===== src/design/mvcf_defs.vh =====
`ifndef MVCF_DEFS_VH
`define MVCF_DEFS_VH
// Widths and reset values of the scan logic
`define MVCF_CH_W      3
`define MVCF_DATA_W    8
`define MVCF_CH_LAST   3'h7
`define MVCF_CH_RST    3'h0
`define MVCF_DATA_RST  8'h00
`endif


===== src/design/mvcf_digital_comparator.v =====
`include "mvcf_defs.vh"
`default_nettype none
module mvcf_digital_comparator #(
	parameter DATA_W = `MVCF_DATA_W
) (
	// Operands
	input  wire [DATA_W-1:0] sample_in,
	input  wire [DATA_W-1:0] stored_in,
	// Result
	output wire              greater_out
);
	// Strict compare; equal results never count as a new maximum
	assign greater_out = (sample_in > stored_in);
endmodule
`default_nettype wire


===== src/design/mvcf_max_finder.v =====
`include "mvcf_defs.vh"
`default_nettype none
module mvcf_max_finder #(
	parameter CH_W   = `MVCF_CH_W,
	parameter DATA_W = `MVCF_DATA_W
) (
	// Clock and reset
	input  wire              mclk_in,
	input  wire              rst_in,
	// Converter side
	input  wire              conv_done_in,
	input  wire [DATA_W-1:0] conv_data_in,
	// Multiplexer select and display index
	output wire [CH_W-1:0]   mux_sel_out,
	output wire [CH_W-1:0]   winner_out
);

	// Channel counter and its next value
	reg  [CH_W-1:0]   chan_q;
	reg  [CH_W-1:0]   chan_d;

	// Held maximum and its next value
	reg  [DATA_W-1:0] best_q;
	reg  [DATA_W-1:0] best_d;

	// Best channel seen so far, carried across scans
	reg  [CH_W-1:0]   temp_win_q;
	reg  [CH_W-1:0]   temp_win_d;

	// Index shown to the display driver
	reg  [CH_W-1:0]   out_win_q;
	reg  [CH_W-1:0]   out_win_d;

	// Decoded strobes of the current cycle
	wire              greater;
	wire              at_winner;
	wire              new_max;
	wire              load;
	wire              scan_end;

	// Last channel of a scan is the all-ones count, whatever the width
	function is_last;
		input [CH_W-1:0] chan;
		begin
			is_last = (chan == {CH_W{1'b1}});
		end
	endfunction

	// Two channel indices name the same input
	function same_chan;
		input [CH_W-1:0] chan_a;
		input [CH_W-1:0] chan_b;
		begin
			same_chan = (chan_a == chan_b);
		end
	endfunction

	// Next select; the natural rollover of the width gives the wrap
	function [CH_W-1:0] next_chan;
		input [CH_W-1:0] chan;
		begin
			next_chan = chan + {{(CH_W-1){1'b0}}, 1'b1};
		end
	endfunction

	// Comparator sees the live result against the held maximum
	mvcf_digital_comparator #(
		.DATA_W      (DATA_W)
	) mvcf_digital_comparator_i (
		.sample_in   (conv_data_in),
		.stored_in   (best_q),
		.greater_out (greater)
	);

	// Counter parked on the latched winner forces a reload;
	// without it a falling old maximum would never be replaced
	assign at_winner = same_chan(chan_q, temp_win_q);

	// Genuine new maximum, only counted while the result is valid
	assign new_max   = conv_done_in & greater;

	// Qualified with done so a glitching compare never loads
	assign load      = new_max | (conv_done_in & at_winner);

	// Done on the last channel closes the scan
	assign scan_end  = conv_done_in & is_last(chan_q);

	// Counter advance; the done pulse is same-clock logic, no sync
	always @* begin
		chan_d = chan_q;
		if (conv_done_in) begin
			chan_d = next_chan(chan_q);
		end
	end

	// Buffer next value; the result is only taken on a load,
	// so an idle converter bus can never disturb the maximum
	always @* begin
		best_d = best_q;
		if (load) begin
			best_d = conv_data_in;
		end
	end

	// Temporary winner follows genuine new maxima only; a
	// forced reload keeps the index so the channel stays armed
	always @* begin
		temp_win_d = temp_win_q;
		if (new_max) begin
			temp_win_d = chan_q;
		end
	end

	// Output index, refreshed at each wrap; a win on the last
	// channel is taken directly so it is not one loop late
	always @* begin
		out_win_d = out_win_q;
		if (scan_end) begin
			if (greater) begin
				out_win_d = chan_q;
			end else begin
				out_win_d = temp_win_q;
			end
		end
	end

	// Channel counter register
	always @(posedge mclk_in) begin
		if (rst_in) begin
			chan_q <= `MVCF_CH_RST;
		end else begin
			chan_q <= chan_d;
		end
	end

	// Winner buffer register
	always @(posedge mclk_in) begin
		if (rst_in) begin
			best_q <= `MVCF_DATA_RST;
		end else begin
			best_q <= best_d;
		end
	end

	// Temporary winner register
	always @(posedge mclk_in) begin
		if (rst_in) begin
			temp_win_q <= `MVCF_CH_RST;
		end else begin
			temp_win_q <= temp_win_d;
		end
	end

	// Output winner register; steady between scan ends, so the
	// display never shows a half-finished scan
	always @(posedge mclk_in) begin
		if (rst_in) begin
			out_win_q <= `MVCF_CH_RST;
		end else begin
			out_win_q <= out_win_d;
		end
	end

	// Both outputs come straight from registers
	assign mux_sel_out = chan_q;
	assign winner_out  = out_win_q;

	// Limitation: the temporary winner is not cleared between
	// scans; a stale index is harmless because the forced reload
	// lets any other channel above the reloaded value take over.
	// Trade-off: strict compare keeps the first of two equal
	// channels, so ties do not make the display flicker.
	// Hazard: a done pulse held high for several cycles counts
	// once per cycle, so the converter must pulse for one clock.
	// Limitation: up to two full scans, plus the rest of the current one,
	// pass after a voltage change before the output can follow it.
endmodule
`default_nettype wire


===== config.mk =====
export PLATFORM = sky130hd
export DESIGN_NAME = mvcf_max_finder
export DESIGN_NICKNAME = d
export VERILOG_FILES = /design/src/design/mvcf_digital_comparator.v /design/src/design/mvcf_max_finder.v
export VERILOG_INCLUDE_DIRS = /design/src /design/src/design
export SDC_FILE = /design/constraint.sdc
export NUM_CORES = 1
export LEC_CHECK = 0
export BUFFER_PORTS_ARGS = -buffer_cell sky130_fd_sc_hd__clkbuf_2
export CORE_MARGIN = 5
export CORE_UTILIZATION = 50
export CTS_CLUSTER_SIZE = 16
export DETAILED_ROUTE_END_ITERATION = 10
export GPL_TIMING_DRIVEN = 0
export PLACE_DENSITY = 0.83
export SLEW_MARGIN = 20
export SYNTH_ARGS = -nofsm -noshare
export SYNTH_HDL_FRONTEND = slang
export SYNTH_HIERARCHICAL = 1
export SYNTH_SLANG_ARGS = --single-unit

===== constraint.sdc =====
create_clock -name mclk_in -period 2.3 [get_ports mclk_in]
set_input_delay 0 -clock mclk_in [delete_from_list [all_inputs] [get_ports mclk_in]]
set_output_delay 0 -clock mclk_in [all_outputs]
set_load 0.005 [all_outputs]

==> summary.md <==
| Metric | Value |
|---|---|
| CTS root buffer | clkbuf_4 |
| Fin Setup TNS | 0 ns |
| VDD IR max | 410.9 µV |
| CP peak stage delay | 0.35 ns |
| Drt pass-1 iters | 4 |
| EDFF count, synth | 0 |
| Worst path arrival time | 2.35 ns |
| Worst-Skew Late Latency | 0.29 ns |
| Post-route DRC violation count | 0 |
| Die H | 54.63 µm |
| M1 GR Usage | 0.1612 |
| Layout cells sized above 1 | 0.2015 |
| H-Tree Depth | 1 |
| Final hold viol count | 0 |
| Full die area | 0.002984 mm² |
| Vias in the first global route | 824 |
| Worst Path Required | 2.52 ns |
| Period utilization | 0.9262 |
| Fmax | 0.4694 GHz |
| Power per cell area | 572.7 mW/mm² |
| Endpoint type of the worst setup path | register |
| Max_slew headroom | 0.7069 |
| Sw frac | 0.2985 |
| Pleak | 0.5347 nW |
| Met2 Track Usage GR | 0.2854 |
| CP max-delay cell | dfxtp_1 |
| Placed inst area | 0.001105 mm² |
| Reg power frac | 0.476 |
| Vias | 803 |
| HPWL Detailed | 1.333 mm |
| Initial antenna violation count | 0 |
| Clk pwr share | 0.230 |
| Most frequent cell after synthesis | dfxtp_1 |
| Initial Utilization | 0.5182 |
| Unique masters post-synth | 22 |
| Total CTS buffers | 3 |
| Post-layout min period | 2.130 ns |
| CTS sink count | 17 |
| Predominant post-synthesis flop cell | dfxtp_1 |
| Final non-filler cell area | 0.001226 mm² |
| Drt wl/cell | 11.57 µm |
| Combinational power share | 0.294 |
| Bufs on Longest Clock Path | 2 |
| Final nets | 156 |
| Final Core Density | 0.6380 |
| Core Region | 0.001922 mm² |
| GRT met3 Usage | 0.02452 |
| Largest net degree at the start of global routing | 11 |
| Final Wtd Congestion | 0.6767 |
| RSZ-0062 raised after global routing | false |
| Die width | 54.63 µm |
| Slew Limit Fails | 0 |
| Internal power | 0.4926 mW |
| First-pass GRT wire length | 3.277 mm |
| IO Pins | 17 |
| Worst-Margin Slew | 0.4397 ns |
| Clock-pin slew on the worst setup and hold paths | 0.10 ns |
| Min-delay worst type | in -> reg |
| Top-area cell type share of the netlist area | 0.3417 |
| Crit Path Class | reg -> reg |
| Post-Syn Area | 996.0 µm² |
| Final setup violation count | 0 |
| Startpoint types | register |
| Cells after Synth | 106 |
| Syn Area/Cell | 9.396 µm² |
| FP Rows | 16 |
| Final wirelength | 1.863 mm |
| Hold_ws | 0.05457 ns |
| Psw | 0.2096 mW |
| Buf+Inv Stages, Crit Path | 2 |
| Max-Cap Viols | 0 |
| Antenna Cells | 0 |
| Top Usage Layer GRT | met2 |
| Top post-synthesis cells by area | dfxtp_1, mux2i_1, ha_1 |
| Register area share after synthesis | 0.3417 |
| Vias per std cell | 4.988 |
| Yosys warns | 6 |
| Commonest cells in the netlist | dfxtp_1, nand2b_1, mux2i_1 |
| Detail Route Antenna Nets | 0 |
| Worst path cell trace | inv_1, ha_1, nor2b_4, o211ai_2, a21oi_2, o22a_1, and2_4, a41oi_4, buf_6, mux2i_1 |
| GRT Total Usage | 0.1541 |
| Crit-path leading delay family | compound AO/OA/AOI/OAI gates |
| Yosys top cell by area | dfxtp_1 |
| Setup Skew | 0.006329 ns |
| Syn_nets | 127 |
| GRT Residual Overflow | 0 |
| Port Buffers | 15 |
| #FFs+latches synth | 17 |
| Status | completed |
| CTS tree | done |
| Syn-to-layout area delta | 23.12% |
| DRT iter0 DRCs | 6 |
| Ys async rst share | 0 |
| CP Max Fanout | 6 |
[final timing paths]
| path | start | endpoint | depth (start not counted) | slack [ns] |
|---|---|---|---|---|
| worst max-delay path | best_q[1]$_SDFFE_PP0P_ | best_q[4]$_SDFFE_PP0P_ | 10 | 0.17 |
| worst min-delay path | rst_in | best_q[1]$_SDFFE_PP0P_ | 3 | 0.05 |
| worst max register to register | best_q[1]$_SDFFE_PP0P_ | best_q[4]$_SDFFE_PP0P_ | 10 | 0.17 |
| worst min register to register | best_q[1]$_SDFFE_PP0P_ | best_q[1]$_SDFFE_PP0P_ | 2 | 0.49 |
[power by group through the flow]
stage	Clock, mW	Combinational [mW]	Sequential, mW
floorplan	0	0.145	0.338
detailed placement	0	0.183	0.341
global placement	0	0.178	0.340
CTS	0.165	0.205	0.334
finish	0.162	0.206	0.334
global route	0.182	0.230	0.338
[layer usage]
layer  routed length [µm]  part of all wire
met5                    0                 0
met2                  975              0.52
met1                  804              0.43
met3                   40             0.021
met4                   42             0.023
[cells in the final DEF, fill, tap and decap left out]
| cell type | synthesis | final |
|---|---|---|
| a211oi_1 | 3 | 3 |
| a21oi_1 | 6 | 6 |
| a21oi_2 | 1 | 1 |
| a41oi_4 | 1 | 1 |
| and2_0 | 1 | 1 |
| and2_4 | 1 | 1 |
| buf_2 | 1 | 1 |
| buf_4 | 0 | 1 |
| buf_6 | 0 | 1 |
| clkbuf_1 | 4 | 4 |
| clkbuf_2 | 0 | 15 |
| clkbuf_4 | 0 | 3 |
| dfxtp_1 | 17 | 17 |
| dlygate4sd3_1 | 0 | 8 |
| ha_1 | 10 | 10 |
| inv_1 | 8 | 8 |
| mux2i_1 | 13 | 13 |
| nand2_1 | 8 | 8 |
| nand2b_1 | 16 | 16 |
| nand4_1 | 1 | 1 |
| nand4_2 | 1 | 1 |
| nor2_1 | 6 | 6 |
| nor2b_4 | 1 | 1 |
| o211ai_2 | 1 | 1 |
| o21ai_0 | 1 | 1 |
| o22a_1 | 1 | 1 |
| xnor2_1 | 4 | 4 |
[cell families after synthesis]
kind of cell | synth area share
buf+inv | 0.05024
simple gates | 0.2010
fa+ha+maj | 0.1256
xor+xnor | 0.03517
mux | 0.1306
flops | 0.3417
compound gates | 0.1156
[repair_timing]
item	CTS	global route
pin swaps	0	0
cloned	0	0
setup endpoints to repair	2	8
hold buffers	8	0
setup buffers	2	0
resized for setup	0	1
endpoints found under the hold margin	8	0
[state kept, by name, summed over array words and instances, names as in the netlist]
signal       flops
winner_out       3
temp_win_q       3
best_q           8
mux_sel_out      3
[per-stage QoR]
stage / std cells / total power [mW] / setup slack [ns]
5_1_grt: 161 / 0.7498 / 0.0008211
3_5_place_dp: 148 / 0.5246 / 0.02940
2_1_floorplan: 106 / 0.4826 / 0.2551
4_1_cts: 162 / 0.7043 / 0.09572
3_3_place_gp: 148 / 0.5172 / 0.09377
6_report: 161 / 0.7022 / 0.1697
[worst min-delay path, delay by kind of cell]
family / cells / cell delay (ns)
and+or+nand+nor: 1 / 0.11
muxes: 1 / 0.06
buffers and inverters: 1 / 0.14
[area by class of cell]
cell class	instances	area (µm²)
Buffer	4	16.27
Clock buffer	4	26.28
Fill cell	161	695.7
Inverter	8	30.03
Multi-Input combinational cell	76	605.6
Sequential cell	17	340.3
Tap cell	27	33.78
Timing Repair Buffer	25	173.9
Note: power is estimated with default switching activity, not from simulation.
